===== config.mk =====
export PLATFORM = sky130hd
export DESIGN_NAME = pcpsc_top
export DESIGN_NICKNAME = d
export VERILOG_FILES = /design/src/pcpsc_pkg.sv /design/src/pcpsc_tap_delay.sv /design/src/pcpsc_top.sv
export SDC_FILE = /design/constraint.sdc
export NUM_CORES = 1
export LEC_CHECK = 0
export BUFFER_PORTS_ARGS = -buffer_cell sky130_fd_sc_hd__buf_2
export CORE_ASPECT_RATIO = 0.75
export CORE_UTILIZATION = 55
export CTS_CLUSTER_DIAMETER = 60
export DETAILED_ROUTE_END_ITERATION = 8
export GPL_TIMING_DRIVEN = 0
export PLACE_DENSITY = 0.74
export SLEW_MARGIN = 40
export SYNTH_ARGS = -nofsm -noshare
export SYNTH_HDL_FRONTEND = slang
export SYNTH_SLANG_ARGS = --single-unit

===== constraint.sdc =====
create_clock -name sys_clk -period 6.45 [get_ports sys_clk]
set_clock_uncertainty 0.2 [all_clocks]
set_input_delay 0 -clock sys_clk [delete_from_list [all_inputs] [get_ports sys_clk]]
set_output_delay 0 -clock sys_clk [all_outputs]
set_load 0.05 [all_outputs]

===== src/pcpsc_pkg.sv =====
// shared constants, types and decode functions of the pixel clock block
`default_nettype none
package pcpsc_pkg;

  // ************************************************************
  // clock and timing
  // ************************************************************
  localparam int CLK_MHZ = 40;
  localparam int CLK_PERIOD_NS = 25;
  // separator threshold unit and default multiplier
  localparam int SEP_UNIT_NS = 200;
  localparam int SEP_N_DEFAULT = 5;
  // regenerator holdoff after an accepted line edge (least time)
  localparam int REGEN_HOLD_NS = 1000;
  localparam int REGEN_HOLD_CYC =
    (REGEN_HOLD_NS + CLK_PERIOD_NS - 1) / CLK_PERIOD_NS;
  // phase steps of the delay line
  localparam int PHASE_TAPS = 32;

  // ************************************************************
  // frequency word: pixels per system clock, 16 fraction bits
  // ************************************************************
  localparam int FW_W = 20;
  localparam int FW_FRAC = 16;
  localparam int BAND0_MIN_MHZ = 10;
  localparam int GEAR_OFF_MIN_MHZ = 18;
  localparam int BAND1_MIN_MHZ = 31;
  localparam int BAND2_MIN_MHZ = 62;
  localparam int BAND3_MIN_MHZ = 124;
  localparam int BAND3_MAX_MHZ = 170;
  localparam int FW_RESET_MHZ = 25;

  // ************************************************************
  // charge pump currents in microamps
  // ************************************************************
  localparam logic [10:0] PUMP_UA_0 = 11'h032;
  localparam logic [10:0] PUMP_UA_1 = 11'h064;
  localparam logic [10:0] PUMP_UA_2 = 11'h096;
  localparam logic [10:0] PUMP_UA_3 = 11'h0FA;
  localparam logic [10:0] PUMP_UA_4 = 11'h15E;
  localparam logic [10:0] PUMP_UA_5 = 11'h1F4;
  localparam logic [10:0] PUMP_UA_6 = 11'h2EE;
  localparam logic [10:0] PUMP_UA_7 = 11'h5DC;

  // ************************************************************
  // configuration carrier
  // ************************************************************
  typedef struct packed {
    logic [11:0] divisor;
    logic vco_band_sel_hi;
    logic vco_band_sel_lo;
    logic vco_low_gear;
    logic pump_current_sel_2;
    logic pump_current_sel_1;
    logic pump_current_sel_0;
    logic [4:0] phase_tap;
    logic [1:0] line_sync_pol;
    logic [1:0] coast_pol;
    logic [4:0] slice_level;
    logic sep_src_slicer;
    logic filt_ref_sel;
    logic int_coast_en;
    logic ext_clk_sel;
    logic green_out_inv;
  } pcpsc_cfg_type;

  // ************************************************************
  // decode functions
  // ************************************************************
  // frequency in MHz to frequency word
  function automatic logic [FW_W-1:0] fw_of(input int mhz);
    fw_of = FW_W'((mhz * (2 ** FW_FRAC)) / CLK_MHZ);
  endfunction

  // lower edge of a VCO band, gear widens band 00 downward
  function automatic logic [FW_W-1:0] band_min(input logic [1:0] band,
                                               input logic gear);
    unique case (band)
      2'h0: band_min = gear ? fw_of(BAND0_MIN_MHZ)
                            : fw_of(GEAR_OFF_MIN_MHZ);
      2'h1: band_min = fw_of(BAND1_MIN_MHZ);
      2'h2: band_min = fw_of(BAND2_MIN_MHZ);
      2'h3: band_min = fw_of(BAND3_MIN_MHZ);
    endcase
  endfunction

  // upper edge of a VCO band
  function automatic logic [FW_W-1:0] band_max(input logic [1:0] band);
    unique case (band)
      2'h0: band_max = fw_of(BAND1_MIN_MHZ);
      2'h1: band_max = fw_of(BAND2_MIN_MHZ);
      2'h2: band_max = fw_of(BAND3_MIN_MHZ);
      2'h3: band_max = fw_of(BAND3_MAX_MHZ);
    endcase
  endfunction

  // charge pump code to current
  function automatic logic [10:0] pump_ua(input logic [2:0] code);
    unique case (code)
      3'h0: pump_ua = PUMP_UA_0;
      3'h1: pump_ua = PUMP_UA_1;
      3'h2: pump_ua = PUMP_UA_2;
      3'h3: pump_ua = PUMP_UA_3;
      3'h4: pump_ua = PUMP_UA_4;
      3'h5: pump_ua = PUMP_UA_5;
      3'h6: pump_ua = PUMP_UA_6;
      3'h7: pump_ua = PUMP_UA_7;
    endcase
  endfunction

endpackage
`default_nettype wire


===== src/pcpsc_tap_delay.sv =====
// phase step delay line shared by pixel clock and line sync
`timescale 1ns/1ps
`default_nettype none
module pcpsc_tap_delay #(
  parameter int W = 2,
  parameter int DEPTH = pcpsc_pkg::PHASE_TAPS
) (
  // clock and reset
  input wire logic sys_clk,
  input wire logic rst,
  // data and tap
  input wire logic [W-1:0] in_w,
  input wire logic [$clog2(DEPTH)-1:0] sel,
  output logic [W-1:0] out_q
);

  logic [W-1:0] line_q [DEPTH];
  logic [W-1:0] line_d [DEPTH];
  logic [W-1:0] out_d;

  // ************************************************************
  // shift stages
  // ************************************************************
  assign line_d[0] = in_w;
  for (genvar i = 1; i < DEPTH; i++) begin : g_stage
    assign line_d[i] = line_q[i-1];
  end

  // both signals take the same tap
  always_comb begin
    out_d = line_q[sel];
  end

  // register stages and output
  always_ff @(posedge sys_clk or posedge rst) begin
    if (rst) begin
      for (int i = 0; i < DEPTH; i++) begin
        line_q[i] <= '0;
      end
      out_q <= '0;
    end else begin
      line_q <= line_d;
      out_q <= out_d;
    end
  end

  // ************************************************************
  // checks
  // ************************************************************
  property p_tap_zero;
    @(posedge sys_clk) disable iff (rst)
      (!$past(rst, 2) && sel == '0 && $past(sel) == '0)
        |-> out_q == $past(in_w, 2);
  endproperty
  a_tap_zero: assert property (p_tap_zero)
    else $error("tap zero does not give two cycle delay");

endmodule
`default_nettype wire


===== src/pcpsc_top.sv =====
// line locked pixel clock control and sync front end
`timescale 1ns/1ps
`default_nettype none
// Overview of operation
// pixel clock equals line rate times the 12-bit divisor
// software programs divisor 2 to 4095, keeping clock in span
// line rate times divisor must lie between 10 and 170 MHz
// two-bit band select picks one of four overlapping VCO ranges
// software sets the low-range gear for targets of 18 MHz or less
// three-bit pump code picks 50 to 1500 microamps
// five-bit phase value shifts sampling clock in 32 steps
// regenerated line sync carries the same shift as the clock; the code shifts the divider wrap, regen is not delayed
// phase shift also applies to an external pixel clock
// coast holds loop frequency while line sync is missing
// internal coast derives from frame sync
// coast input polarity follows its two-bit setting
// line sync polarity follows its two-bit setting
// polarity value 1 means active high, 0 active low
// slicer makes composite sync, trigger level five bits
// separator takes frame sync from slicer or line sync input
// regenerated line sync used only for counting, never the loop
// outputs clock, field, line and frame sync, count, green sync
// divided pixel clock phase compared with line sync steers VCO
// select bit picks filtered line sync as loop reference
// coast suppresses phase updates, divider keeps counting
// phase step is one tap index shared by clock and line sync
module pcpsc_top #(
  parameter int SEP_N = pcpsc_pkg::SEP_N_DEFAULT,
  parameter int REGEN_HOLD = pcpsc_pkg::REGEN_HOLD_CYC
) (
  // clock and reset
  input wire logic sys_clk,
  input wire logic rst,
  // configuration
  input wire pcpsc_pkg::pcpsc_cfg_type cfg,
  // sync and clock inputs
  input wire logic line_sync_input,
  input wire logic [7:0] green_sync_input,
  input wire logic coast_in,
  input wire logic ext_clk_in,
  // clock and sync outputs
  output logic pixel_clk_out,
  output logic line_sync_out,
  output logic frame_sync_out,
  output logic green_sync_out,
  output logic odd_field,
  output logic [11:0] lines_per_frame,
  // analog loop settings and status
  output logic [1:0] vco_band_out,
  output logic [10:0] pump_ua_out,
  output logic [19:0] freq_word_out
);

  localparam int SEP_CYC =
    SEP_N * pcpsc_pkg::SEP_UNIT_NS / pcpsc_pkg::CLK_PERIOD_NS;
  localparam logic [11:0] SEP_CYC_W = 12'(SEP_CYC);
  localparam logic [11:0] REGEN_RELOAD = 12'(REGEN_HOLD - 1);

  // ************************************************************
  // sync front end state
  // ************************************************************
  logic hs_q, hs_d, hs_prev_q, hs_prev_d;
  logic coast_act_q, coast_act_d;
  logic cs_q, cs_d;
  logic ext_q, ext_d;
  logic green_q, green_d;
  logic [11:0] sep_cnt_q, sep_cnt_d;
  logic vs_q, vs_d, vs_prev_q, vs_prev_d;
  logic [11:0] regen_cnt_q, regen_cnt_d;
  logic [11:0] lines_q, lines_d;
  logic [11:0] lines_out_q, lines_out_d;
  logic odd_q, odd_d;
  logic [15:0] gap_q, gap_d, per_q, per_d;
  logic sep_src, edge_raw, regen, vs_rise, filt_edge, ref_edge, coast;

  // ************************************************************
  // loop state
  // ************************************************************
  logic [15:0] acc_q, acc_d;
  logic [11:0] pix_cnt_q, pix_cnt_d;
  logic [19:0] fw_q, fw_d;
  logic wrap_q, wrap_d;
  logic clk_src_q, clk_src_d;
  logic [1:0] band_q, band_d;
  logic [10:0] pump_q, pump_d;
  logic [19:0] sum, step, fw_t, lo, hi;
  logic [12:0] cnt_n;
  logic [1:0] band_sel;
  logic [2:0] pump_sel;
  logic [11:0] half_div;

  assign band_sel = {cfg.vco_band_sel_hi, cfg.vco_band_sel_lo};
  assign pump_sel = {cfg.pump_current_sel_2, cfg.pump_current_sel_1,
                     cfg.pump_current_sel_0};
  assign half_div = {1'b0, cfg.divisor[11:1]};

  // ************************************************************
  // sync front end
  // ************************************************************
  // polarity, slicer, separator, regenerator, filter, counter
  always_comb begin
    hs_d = ~(line_sync_input ^ cfg.line_sync_pol[0]);
    coast_act_d = ~(coast_in ^ cfg.coast_pol[0]);
    cs_d = green_sync_input[7:3] < cfg.slice_level;
    ext_d = ext_clk_in;
    green_d = cs_q ^ cfg.green_out_inv;
    hs_prev_d = hs_q;
    vs_prev_d = vs_q;
    edge_raw = hs_q & ~hs_prev_q;
    // long pulses only pass, delayed by the threshold
    sep_src = cfg.sep_src_slicer ? cs_q : hs_q;
    sep_cnt_d = '0;
    if (sep_src) begin
      sep_cnt_d = (sep_cnt_q == SEP_CYC_W) ? sep_cnt_q : sep_cnt_q + 12'h001;
    end
    vs_d = sep_src & (sep_cnt_q >= SEP_CYC_W);
    vs_rise = vs_q & ~vs_prev_q;
    // regenerator ignores edges inside its holdoff
    regen = edge_raw & (regen_cnt_q == 12'h000);
    regen_cnt_d = (regen_cnt_q == 12'h000) ? 12'h000
                                           : regen_cnt_q - 12'h001;
    if (regen) begin
      regen_cnt_d = REGEN_RELOAD;
    end
    // filter rejects edges earlier than half the last period
    filt_edge = edge_raw & (gap_q >= {1'b0, per_q[15:1]});
    gap_d = (gap_q == 16'hFFFF) ? gap_q : gap_q + 16'h0001;
    per_d = per_q;
    if (filt_edge) begin
      gap_d = 16'h0000;
      per_d = gap_q;
    end
    // lines per frame from regenerated edges, field from divider position
    lines_d = lines_q;
    lines_out_d = lines_out_q;
    odd_d = odd_q;
    if (vs_rise) begin
      lines_out_d = lines_q;
      lines_d = 12'h000;
      odd_d = pix_cnt_q > half_div;
    end else if (regen && lines_q != 12'hFFF) begin
      lines_d = lines_q + 12'h001;
    end
    coast = coast_act_q | (cfg.int_coast_en & vs_q);
    ref_edge = cfg.filt_ref_sel ? filt_edge : edge_raw;
  end

  // register sync front end
  always_ff @(posedge sys_clk or posedge rst) begin
    if (rst) begin
      hs_q <= 1'b0;
      hs_prev_q <= 1'b0;
      coast_act_q <= 1'b0;
      cs_q <= 1'b0;
      ext_q <= 1'b0;
      green_q <= 1'b0;
      sep_cnt_q <= 12'h000;
      vs_q <= 1'b0;
      vs_prev_q <= 1'b0;
      regen_cnt_q <= 12'h000;
      lines_q <= 12'h000;
      lines_out_q <= 12'h000;
      odd_q <= 1'b0;
      gap_q <= 16'h0000;
      per_q <= 16'h0000;
    end else begin
      hs_q <= hs_d;
      hs_prev_q <= hs_prev_d;
      coast_act_q <= coast_act_d;
      cs_q <= cs_d;
      ext_q <= ext_d;
      green_q <= green_d;
      sep_cnt_q <= sep_cnt_d;
      vs_q <= vs_d;
      vs_prev_q <= vs_prev_d;
      regen_cnt_q <= regen_cnt_d;
      lines_q <= lines_d;
      lines_out_q <= lines_out_d;
      odd_q <= odd_d;
      gap_q <= gap_d;
      per_q <= per_d;
    end
  end

  // ************************************************************
  // digital loop
  // ************************************************************
  // oscillator, divider, phase compare and band clamp
  always_comb begin
    sum = {4'h0, acc_q} + fw_q;
    acc_d = sum[15:0];
    cnt_n = {1'b0, pix_cnt_q} + {9'h000, sum[19:16]};
    wrap_d = cnt_n >= {1'b0, cfg.divisor};
    pix_cnt_d = wrap_d ? 12'(cnt_n - {1'b0, cfg.divisor}) : cnt_n[11:0];
    step = {9'h000, pcpsc_pkg::pump_ua(pump_sel)};
    fw_t = fw_q;
    // early divider slows, late divider speeds, coast holds
    if (ref_edge && !coast && pix_cnt_q != 12'h000) begin
      fw_t = (pix_cnt_q < half_div) ? fw_q - step : fw_q + step;
    end
    lo = pcpsc_pkg::band_min(band_sel, cfg.vco_low_gear);
    hi = pcpsc_pkg::band_max(band_sel);
    fw_d = (fw_t < lo) ? lo : ((fw_t > hi) ? hi : fw_t);
    band_d = band_sel;
    pump_d = pcpsc_pkg::pump_ua(pump_sel);
    clk_src_d = cfg.ext_clk_sel ? ext_q : acc_q[15];
  end

  // register loop state
  always_ff @(posedge sys_clk or posedge rst) begin
    if (rst) begin
      acc_q <= 16'h0000;
      pix_cnt_q <= 12'h000;
      fw_q <= pcpsc_pkg::fw_of(pcpsc_pkg::FW_RESET_MHZ);
      wrap_q <= 1'b0;
      clk_src_q <= 1'b0;
      band_q <= 2'h0;
      pump_q <= 11'h000;
    end else begin
      acc_q <= acc_d;
      pix_cnt_q <= pix_cnt_d;
      fw_q <= fw_d;
      wrap_q <= wrap_d;
      clk_src_q <= clk_src_d;
      band_q <= band_d;
      pump_q <= pump_d;
    end
  end

  // ************************************************************
  // phase shift and outputs
  // ************************************************************
  // clock and divider line sync share one tap
  pcpsc_tap_delay #(
    .W(2),
    .DEPTH(pcpsc_pkg::PHASE_TAPS)
  ) u_delay (
    .sys_clk(sys_clk),
    .rst(rst),
    .in_w({wrap_q, clk_src_q}),
    .sel(cfg.phase_tap),
    .out_q({line_sync_out, pixel_clk_out})
  );

  assign frame_sync_out = vs_q;
  assign green_sync_out = green_q;
  assign odd_field = odd_q;
  assign lines_per_frame = lines_out_q;
  assign vco_band_out = band_q;
  assign pump_ua_out = pump_q;
  assign freq_word_out = fw_q;

  // ************************************************************
  // checks
  // ************************************************************
  property p_div_range;
    @(posedge sys_clk) disable iff (rst)
      (cfg.divisor >= 12'h002 && $stable(cfg.divisor))
        |=> pix_cnt_q < cfg.divisor;
  endproperty
  a_div_range: assert property (p_div_range)
    else $error("divider count left its range");

  property p_band;
    @(posedge sys_clk) disable iff (rst)
      !$past(rst) |-> fw_q <= pcpsc_pkg::band_max($past(band_sel)) &&
                      fw_q >= pcpsc_pkg::band_min($past(band_sel),
                                                  $past(cfg.vco_low_gear));
  endproperty
  a_band: assert property (p_band)
    else $error("frequency word outside selected band");

  property p_coast_hold;
    @(posedge sys_clk) disable iff (rst)
      (coast && fw_q >= lo && fw_q <= hi) |=> fw_q == $past(fw_q);
  endproperty
  a_coast_hold: assert property (p_coast_hold)
    else $error("frequency moved during coast");

  property p_pump;
    @(posedge sys_clk) disable iff (rst)
      !$past(rst) |-> pump_ua_out == pcpsc_pkg::pump_ua($past(pump_sel));
  endproperty
  a_pump: assert property (p_pump)
    else $error("pump current does not follow code");

  property p_hs_pol;
    @(posedge sys_clk) disable iff (rst)
      !$past(rst) |-> hs_q == ($past(line_sync_input) ~^
                               $past(cfg.line_sync_pol[0]));
  endproperty
  a_hs_pol: assert property (p_hs_pol)
    else $error("line sync polarity wrong");

  property p_coast_pol;
    @(posedge sys_clk) disable iff (rst)
      (!$past(rst) && $past(coast_in) && $past(cfg.coast_pol[0]))
        |-> coast_act_q;
  endproperty
  a_coast_pol: assert property (p_coast_pol)
    else $error("active high coast not seen");

  property p_int_coast;
    @(posedge sys_clk) disable iff (rst)
      (cfg.int_coast_en && vs_q && ref_edge && pix_cnt_q != 12'h000 &&
       fw_q > lo && fw_q < hi) |=> $stable(fw_q);
  endproperty
  a_int_coast: assert property (p_int_coast)
    else $error("internal coast did not hold loop");

  property p_slicer;
    @(posedge sys_clk) disable iff (rst)
      !$past(rst) |-> cs_q == ($past(green_sync_input[7:3]) <
                               $past(cfg.slice_level));
  endproperty
  a_slicer: assert property (p_slicer)
    else $error("slicer output wrong");

  property p_regen_count;
    @(posedge sys_clk) disable iff (rst)
      (!vs_rise && !regen) |=> $stable(lines_q);
  endproperty
  a_regen_count: assert property (p_regen_count)
    else $error("line count moved without regenerated edge");

  property p_ref_sel;
    @(posedge sys_clk) disable iff (rst)
      (cfg.filt_ref_sel && edge_raw && !filt_edge && fw_q >= lo &&
       fw_q <= hi) |=> $stable(fw_q);
  endproperty
  a_ref_sel: assert property (p_ref_sel)
    else $error("rejected edge reached the loop");

endmodule
`default_nettype wire


=== Yosys cells after proc, flatten, opt, wreduce, memory -nomap -nowiden ===
Memory sizes are Yosys's and may differ from the RTL's. A register that Yosys moved wholly into a read port is not among the register bits.
Cells that the tools add are included.

* Register bits: 218
* ROM bits: 160
* Input bits: 50
* Output and inout bits: 50
* Logic and storage cells: 128
* Memories kept: 2

{| class="wikitable"
|+ Memories
! memory !! depth !! bits a word !! rd ports !! clocked after memory_dff !! write ports !! line !! source
|-
| (name not given) || 8 || 10 || 1 || 0 || 0 || pcpsc_pkg.sv:99 || <nowiki>unique case (code)</nowiki>
|-
| (name not given) || 8 || 10 || 1 || 1 || 0 || pcpsc_pkg.sv:99 ||
|}

* $add $sub $neg: 9
* Order comparisons: 9
* Equal/unequal tests: 8
* Muxes and demuxes: 22
* Bitwise gates (word level): 15
* Reductions and logical operators: 8

{| class="wikitable"
|+ Operators by type and width
! kind !! number
|-
| $pmux W20 S4 || 2
|-
| $mux W12 || 7
|-
| $mux W20 || 4
|-
| $mux W16 || 2
|-
| $add A12 B1 Y12 const B || 2
|-
| $add A16 B20 Y20 || 1
|-
| $add A20 B11 Y20 || 1
|-
| $gt A20 B20 Y1 || 1
|-
| $lt A20 B20 Y1 || 1
|-
| $sub A20 B11 Y20 || 1
|-
| $add A16 B1 Y16 const B || 1
|-
| $eq A16 B16 Y1 const B || 1
|-
| $ge A16 B15 Y1 || 1
|-
| $mux W14 || 1
|-
| $add A12 B4 Y13 || 1
|-
| $ge A13 B12 Y1 || 1
|-
| $eq A12 B6 Y1 const B || 1
|-
| $ge A12 B6 Y1 const B || 1
|-
| $gt A12 B11 Y1 || 1
|-
| $logic_not A12 Y1 || 1
|-
| $lt A12 B11 Y1 || 1
|-
| $ne A12 B12 Y1 const B || 1
|-
| $reduce_bool A12 Y1 || 1
|-
| $sub A12 B1 Y12 const B || 1
|-
| 18 further kinds || 35
|}

=== Logic depth before layout (Yosys ltp) ===
Gate-level depths: netlist of run 1.

* Depth in word-level cells: 10
* Depth in mapped cells: 30
* Gate-level depth less buffers: 30

=== Modules after synthesis ===
Synthesis of run 1 repeated with hierarchy kept, for this count alone.

* Cells, all modules: 1282
* Area, all modules: 12737.2 um^2

{| class="wikitable"
|+ By module, submodules not included
! module !! times used !! cells an instance !! area an instance (um^2) !! seq. area each (um^2)
|-
| pcpsc_top || 1 || 1143 || 10471.3 || 3756.1
|-
| pcpsc_tap_delay || 1 || 139 || 2265.9 || 1651.6
|}

=== Worst setup path before layout of run 1 ===
OpenSTA, ideal clock, no wires.

* Path kind: register -> register
* Start: reg pix_cnt_q[5]
* End: reg fw_q[7], in the netlist freq_word_out[7]
* Setup time: 0.124 ns
* Arrival time: 6.191 ns
* Data required time: 6.126 ns
* Path slack: -0.065 ns
* Cell stages (with the launch flop): 24
* Clock period less this slack: 6.515 ns
* Path through: dfrtp_1 -> ha_1 -> a21o_1 -> a21o_1 -> a21oi_1 -> o221a_2 -> mux2_2 -> ha_1 -> a211o_1 -> a2111o_1 -> a31o_2 -> o31a_1 -> a41o_1 -> or3_1 -> nand3_1 -> o21ai_0 -> ha_1 -> nand3_1 -> or4_1 -> or4_4 -> a221o_1 -> buf_6 -> and3_4 -> a211o_1

* Longest elaborated chain between the ends: 6
* Elaborated cells on any way between the ends: 9
* Those cells by class: 3 x order compare; 4 x mux; 2 x reduce/logical

{| class="wikitable"
|+ RTL lines
! item !! line !! source
|-
| start, declared || pcpsc_top.sv:80 || <nowiki>logic [11:0] pix_cnt_q, pix_cnt_d;</nowiki>
|-
| start signal, assigned || pcpsc_top.sv:221 || <nowiki>pix_cnt_q <= pix_cnt_d;</nowiki>
|-
| $lt A12 B11 Y1 / $reduce_bool A12 Y1 (equally long branches) || pcpsc_top.sv:199, pcpsc_top.sv:198 ||
|-
| $mux W20 / $logic_and A1 B1 Y1 (equally long branches) || pcpsc_top.sv:199, pcpsc_top.sv:198 ||
|-
| $mux W20 (*) || pcpsc_top.sv:198 || <nowiki>if (ref_edge && !coast && pix_cnt_q != 12'h000) begin</nowiki>
|-
| $gt A20 B20 Y1 || pcpsc_top.sv:203 || <nowiki>fw_d = (fw_t < lo) ? lo : ((fw_t > hi) ? hi : fw_t);</nowiki>
|-
| $mux W20 || pcpsc_top.sv:203 ||
|-
| $mux W20 (*) || pcpsc_top.sv:203 ||
|-
| named net fw_d[7] || pcpsc_top.sv:81 || <nowiki>logic [19:0] fw_q, fw_d;</nowiki>
|-
| end signal, assigned || pcpsc_top.sv:214 || <nowiki>fw_q <= pcpsc_pkg::fw_of(pcpsc_pkg::FW_RESET_MHZ);</nowiki>
|-
| end signal, assigned || pcpsc_top.sv:222 || <nowiki>fw_q <= fw_d;</nowiki>
|-
| end, declared || pcpsc_top.sv:81 ||
|}

The timed path passes the listed nets; every way through them passes the cells marked *.
A chain may end at the register's enable or synchronous reset.

=== Worst setup path in the final report of run 1 ===
* Start: reg pix_cnt_q[5]
* End: reg fw_q[2], in the netlist freq_word_out[2]

The elaborated chain is that of the path after synthesis.

==> impl_results.md, run 1 <==
- Status: finished, final reports clean
- Worst Hold End: clk_src_q
- Setup TNS: 0 ns
- Simple-Gate Fraction of Synth Area: 14.29%
- Post-synthesis xor/xnor area fraction: 6.507%
- Pin count of the biggest net entering global routing: 83
- Hold Path Stages: 3
- Syn Inst Count: 1,215
- CP Capture Type: flip-flop
- Seq/Total Area, Yosys: 43.20%
- Die span in x: 176.2 um
- Syn Area/Cell: 10.30 um^2
- Gr ovfl total: 0
- Share of cells above drive strength 1: 22.77%
- Fin area: 0.01561 mm^2
- Routed vias: 9,899
- Reg2reg path depth: 27
- Post-synth top cells: dfrtp_1 (214), ha_1 (130), nand2_1 (108)
- First-pass GRT wire length: 49,400 um
- DP HPWL: 20,740 um
- Synth top area cells: dfrtp_1 (43%), ha_1 (13%), xnor2_1 (4.0%), mux4_2 (3.6%), nand2_1 (3.2%)
- Clock Pin Slew Worst Setup and Hold Paths: 0.07 ns
- DR WL/cell: 17.45 um
- CTS sink count: 216
- RSZ-0062 raised after global routing: true
- DRC: 0
- Share of the synthesized area in the top cell type: 42.78%
- FF-to-FF setup slack: 0.06 ns
- CP Data Required Time: 6.66 ns
- Port Buffer Count: 91
- Post-layout util: 70.42%
- Synth area leader: dfrtp_1
- Clk_lat worst skew: 0.53 ns
- Starting density of the core: 56.46%
- Compound-Gate Fraction of Synth Area: 12.66%
- Core area: 0.02217 mm^2
- Adder-Cell Fraction of Synth Area: 13.63%
- Most frequent cell after synthesis: dfrtp_1
- Clk Tree Root Cell: clkbuf_16
- Antenna fix cells: 0
- # IOs: 100
- Setup violators final: 0
- Worst Path Class, Setup: flip-flop to flip-flop
- Final critical-path required period: 6.392 ns
- Initial drt markers: 669
- Crit Path Max Fanout: 5
- Routed WL: 30,180 um
- EDFF count, synth: 0
- Hold slack: 0.04986 ns
- Drt first pass iters: 5
- Vias in the first global route: 9,697
- RD Place Congestion: 0.8966
- Max Slew Vio Count: 0
- DP Area: 0.01341 mm^2
- Crit Reg-Reg Endpoint: freq_word_out[2]
- Vias per Instance: 5.722
- Post-synth cell types: 72
- Predominant post-synthesis flop cell: dfrtp_1
- Leak Pwr: 0.007327 uW
- PwrDens: 576.5 mW/mm^2
- Worst R2R Start: pix_cnt_q[5]
- Area delta synth->final: 24.72%
- Synthesis Warnings: 0
- Largest buffer count on any clock path: 3
- Num CTS Buffers: 23
- VDD IR-drop max: 375.7 uV
- F_max: 156.4 MHz
- Synth Register Bits: 216
- GRT Total Usage: 26.28%
- Period utilisation layout: 99.10%
- Largest family of logic cells by synthesized area: simple AND/OR/NAND/NOR gates
- # rows: 47
- Mux share of post-synthesis cell area: 6.307%
- Worst endpoint data arrival time: 6.60 ns
- Pwr Total: 9000 uW
- Slew @ Worst Pin: 0.6431 ns
- Hold Vio Cnt, Final: 0
- Max-cap violations: 0
- TritonCTS clock tree: built
- Initial antenna violation count: 0
- Startpoint Class: flip-flop
- Die Span Y: 132.6 um
- Final nets: 1,604
- Hold_sp: cfg[1]
- Post-DRT Antenna Nets: 0
- Slew headroom: 55.90%
- Die area: 0.02337 mm^2
- Hold WC Path Type: input pin to flip-flop
- Post-synthesis cell area: 0.01252 mm^2
- H-tree Lvls: 1
- Asr flop ratio synth: 100.0%
==> area by class of cell <==
type / count / area [um^2]
flip-flops and latches: 216 / 5413
repair buffers: 179 / 1280
clock inverters: 11 / 206.4
well taps: 294 / 367.9
multi-input cells: 892 / 7262
plain buffers: 21 / 106.4
fillers: 1608 / 6559
inverters: 87 / 334.1
clock buffers: 30 / 641.9
==> worst max path at each step <==
stage,startpoint,endpoint,cells after the start
final,pix_cnt_q[5],freq_word_out[2],27
after global placement,rst,freq_word_out[0],2
after CTS,pix_cnt_q[5],freq_word_out[11],23
after floorplan,pix_cnt_q[5],freq_word_out[7],23
after detailed placement,pix_cnt_q[5],freq_word_out[10],23
after global routing,pix_cnt_q[5],freq_word_out[6],25
==> cell families (layout without fill, tap and decap cells) <==
logic type / Yosys count / after routing
compound gates: 238 / 238
simple gates: 373 / 374
other cells: 1 / 2
xor+xnor: 93 / 93
buf+inv: 109 / 328
mux: 51 / 51
flops: 216 / 216
fa+ha+maj: 134 / 134
==> stage by stage <==
| step | setup WS (ns) | std cells |
|---|---|---|
| after global placement | -1.958 | 1601 |
| after detailed placement | -0.7556 | 1603 |
| final | 0.05778 | 1730 |
| after CTS | -0.1179 | 1713 |
| after floorplan | 0.01468 | 1216 |
| after global routing | -0.1510 | 1730 |
==> flip-flops by register name (all words and copies together), names as in the netlist, 2 cells and up <==
name	flops
acc_q	16
freq_word_out	20
gap_q	16
lines_per_frame	12
lines_q	12
per_q	15
pix_cnt_q	12
pump_ua_out	10
regen_cnt_q	12
sep_cnt_q	12
u_delay.line_d	62
u_delay.line_q	2
u_delay.out_q	2
vco_band_out	2
==> layout by cell type (no fill, tap or decap), types with 6 or more instances in the layout <==
master,Yosys,routed
and3_1,17,17
a21o_1,21,21
o21ai_2,1,8
nor2_1,98,96
nor4_1,8,8
dfrtp_1,214,210
xor2_1,36,36
nand4_1,12,12
inv_1,87,86
ha_4,0,12
o21a_1,8,8
dlygate4sd3_1,0,45
nor3_1,20,17
nand3_1,37,31
buf_2,0,93
a21oi_2,0,10
a21boi_0,11,6
a21oi_1,53,40
or3_1,9,7
mux2i_1,8,8
clkbuf_16,0,23
buf_4,1,39
mux4_2,20,20
nand2b_1,19,19
clkbuf_1,19,19
a211oi_1,10,6
nand2_1,108,103
xnor2_1,57,54
ha_1,130,114
nor2b_1,16,16
mux2_2,23,20
o21ai_0,74,60
==> layer usage <==
metal	global-route usage (%)	vias up	wire length [um]
met1	38.89	4821	14150
met4	6.763	0	646
li1	-	4713	-
met3	4.167	53	1751
met5	0	-	0
met2	40.22	312	13630
==> worst max-delay path: stages, from the launching register on <==
cell      delay [ns]
dfrtp_2         0.43
ha_4            0.22
a21o_1          0.17
a21o_1          0.16
a21oi_2         0.15
o221a_4         0.27
buf_6           0.14
nand2_4         0.05
xnor2_2         0.14
ha_1            0.36
o21a_1          0.14
a2111o_1        0.45
a31o_2          0.23
o31a_1          0.25
a41o_1          0.20
buf_6           0.13
o21ai_4         0.15
nand2b_1        0.09
a21oi_2         0.16
xnor2_1         0.09
mux2_4          0.31
ha_4            0.28
nand2_4         0.05
or4_4           0.51
buf_6           0.13
a221oi_4        0.35
nand2_2         0.17
o221a_2         0.28
==> where the power goes <==
part / total [uW] / leakage [uW] / internal, uW / switching (uW)
Combinational: 5410 / 0.00423 / 2490 / 2910
Sequential: 2120 / 0.00269 / 1780 / 336
Clock: 1480 / 0.000405 / 909 / 566
==> what timing repair did <==
item,CTS,global route
cloned,1,0
setup endpoints to repair,32,32
hold buffers,45,0
pin swaps,29,37
buffers inserted,23,18
endpoints found under the hold margin,264,0
gates resized for setup,62,74
No activity file was read; power rests on OpenSTA's default activity.
==> inputs of run 2 (changes only) <==
CORE_UTILIZATION = 35   (was 55)
PLACE_DENSITY = 0.5   (was 0.74)
==> run 2 against run 1 <==
Compared with the run above:
- the run now ends with design-rule violations, negative setup slack left
- global-route usage fell by 9.1 points
- combinational power fell by 2%
- routed wire length rose by 2.4%
- maximum frequency down 1.3%
- via count is 3.8% lower
- count of clock-buffer cells in the layout increased by 7
- clock power is 3% lower
==> impl_results.md, run 2 (synthesized netlist as in run 1, its figures left out) <==
- CP Data Required Time: 6.67 ns (about the same)
- RSZ-0062 raised after global routing: true
- Initial drt markers: 556 (-17%)
- Hold Path Stages: 5 (+2)
- CP Capture Type: flip-flop
- Setup violators final: 1 (+1)
- Worst endpoint data arrival time: 6.69 ns (+0.09 ns)
- Drt first pass iters: 7 (+2)
- DRC: 1 (+1)
- Post-DRT Antenna Nets: 0 (unchanged)
- Fin area: 0.01575 mm^2 (+0.91%)
- Failing checks: design-rule violations, negative setup slack
- Vias per Instance: 5.003 (-13%)
- Critical path startpoint: pix_cnt_q[9]
- Clock power share: 16.3% (about the same)
- # IOs: 100 (unchanged)
- Hold Vio Cnt, Final: 0 (unchanged)
- Share of cells above drive strength 1: 22.54% (-0.23 points)
- Period utilisation layout: 100.4% (+1.3 points)
- PwrDens: 560.7 mW/mm^2 (-2.7%)
- Die span in x: 220.4 um (+25%)
- Vias in the first global route: 9,454 (-2.5%)
- Num CTS Buffers: 26 (+13%)
- Starting density of the core: 35.85% (-21 points)
- Int Power: 5066 uW (-2.3%)
- Gr ovfl total: 0 (unchanged)
- Slew @ Worst Pin: 0.7112 ns (+0.06812 ns)
- Reg2reg path depth: 22 (-19%)
- DP Area: 0.01361 mm^2 (+1.5%)
- Routed vias: 9,521 (-3.8%)
- Most frequent cells in the layout: dfrtp_1 (210), ha_1 (120), nand2_1 (104), nor2_1 (93), buf_2 (92)
- Pin count of the biggest net entering global routing: 77 (-7.2%)
- Worst Hold End: pix_cnt_q[6]
- Sequential share of power: 24.0% (+0.5 points)
- Routed WL: 30,920 um (+2.4%)
- GRT Total Usage: 17.18% (-9.1 points)
- Setup ws final: -0.02520 ns (-0.08298 ns)
- Max reg flops: 62 (unchanged)
- Die Span Y: 165.8 um (+25%)
- CTS sink count: 216 (unchanged)
- Leak Pwr: 0.007342 uW (+0.21%)
- Clk_lat worst skew: 0.55 ns (+0.02 ns)
- Largest buffer count on any clock path: 3 (unchanged)
- Final critical-path required period: 6.475 ns (+0.08298 ns)
- Worst Path Class, Setup: flip-flop to flip-flop
- Port Buffer Count: 91 (unchanged)
- Startpoint Class: flip-flop
- Setup TNS: -0.02520 ns (-0.02520 ns)
- Crit Reg-Reg Endpoint: freq_word_out[7]
- FF-to-FF setup slack: -0.03 ns (-0.08 ns)
- Area delta synth->final: 25.86%
- Status: finished, violations left
- Fin cells: 1,903 (+10%)
- # rows: 59 (+26%)
- Slew headroom: 52.08% (-3.8 points)
- Hold WC Path Type: input pin to flip-flop
- Logic pwr share: 59.8% (-0.3 points)
- F_max: 154.4 MHz (-1.3%)
- DR WL/cell: 16.25 um (-6.9%)
- Core area: 0.03492 mm^2 (+57%)
- Initial antenna violation count: 0 (unchanged)
- First-pass GRT wire length: 50,590 um (+2.4%)
- NetSw: 3767 uW (-1.2%)
- RD Place Congestion: 0.8001 (-11%)
- DP Cell Count: 1,766 (+10%)
- Final nets: 1,613 (+0.56%)
- TritonCTS clock tree: built
- Hold_sp: cfg[31]
- VDD IR-drop max: 370.7 uV (-1.3%)
- Max-cap violations: 0 (unchanged)
- Worst R2R Start: pix_cnt_q[9]
- Max Slew Vio Count: 0 (unchanged)
- Switching share of power: 42.65% (+0.27 points)
- Clk Tree Root Cell: clkbuf_16
- DP HPWL: 21,900 um (+5.6%)
- H-tree Lvls: 1 (unchanged)
- Die area: 0.03653 mm^2 (+56%)
- Antenna fix cells: 0 (unchanged)
- Clock Pin Slew Worst Setup and Hold Paths: 0.06 ns (about the same)
- Most common cell after layout, fill and taps aside: dfrtp_1
- Crit Path Max Fanout: 7 (+2)
-- run 2: layout make-up --
| class | instances | area (um^2) |
|---|---|---|
| clock inverters | 8 | 88.84 |
| flip-flops and latches | 216 | 5413 |
| well taps | 457 | 571.8 |
| inverters | 87 | 334.1 |
| fillers | 3305 | 19160 |
| multi-input cells | 892 | 7158 |
| plain buffers | 22 | 118.9 |
| clock buffers | 37 | 742.0 |
| repair buffers | 184 | 1328 |
-- run 2: worst max-delay path by stage --
stage,end,cells after the start
5_1_grt,freq_word_out[7],25
6_report,freq_word_out[7],22
2_1_floorplan,freq_word_out[7],23
3_3_place_gp,acc_q[4],2
3_5_place_dp,freq_word_out[2],23
4_1_cts,freq_word_out[7],23
-- run 2: stage by stage --
stage | total power, uW | utilization (%) | setup slack, ns | hold slack (ns)
after floorplan | 5486 | - | 0.01468 | -0.1686
after global routing | 9534 | 45.12 | -0.2314 | 0.04951
after CTS | 8370 | 43.83 | -0.1752 | 0.006568
after global placement | 6484 | 38.80 | -2.529 | -0.08077
after detailed placement | 6529 | 38.98 | -0.9960 | -0.08759
final | 8833 | 45.12 | -0.02520 | 0.04187
-- run 2: metal layers --
layer	wire (um)	vias up	track usage, %
met5	0	-	0
met4	548	0	3.328
met3	1150	41	2.601
li1	-	4720	-
met1	16120	4615	27.06
met2	13100	145	24.68
-- run 2: timing repair --
action / in CTS / in global routing
endpoints found under the setup margin: 32 / 32
endpoints found under the hold margin: 267 / 0
cloned: 1 / 0
pin swaps: 23 / 27
hold buffers: 49 / 0
setup buffers: 25 / 17
resized for setup: 48 / 72
-- run 2: power groups by stage --
stage	clock network, uW	logic (uW)	registers [uW]
2_1_floorplan	0	3240	2250
3_3_place_gp	0	4350	2140
3_5_place_dp	0	4390	2140
4_1_cts	1480	4770	2110
5_1_grt	1530	5820	2180
6_report	1440	5280	2120
-- run 2: critical path, cell delays in order (launching register included) --
cell,delay [ns]
dfrtp_1,0.43
ha_4,0.29
nand4b_1,0.13
or2_4,0.29
o221a_4,0.30
mux2_4,0.34
ha_4,0.22
a211o_1,0.29
a2111o_1,0.39
a31o_2,0.27
o31a_1,0.26
a41o_1,0.22
or3_4,0.33
nand3_2,0.08
o21ai_2,0.07
ha_1,0.32
nand3_2,0.08
or4_4,0.43
or4_4,0.45
a221o_1,0.34
buf_6,0.14
and3_4,0.20
a211o_1,0.26
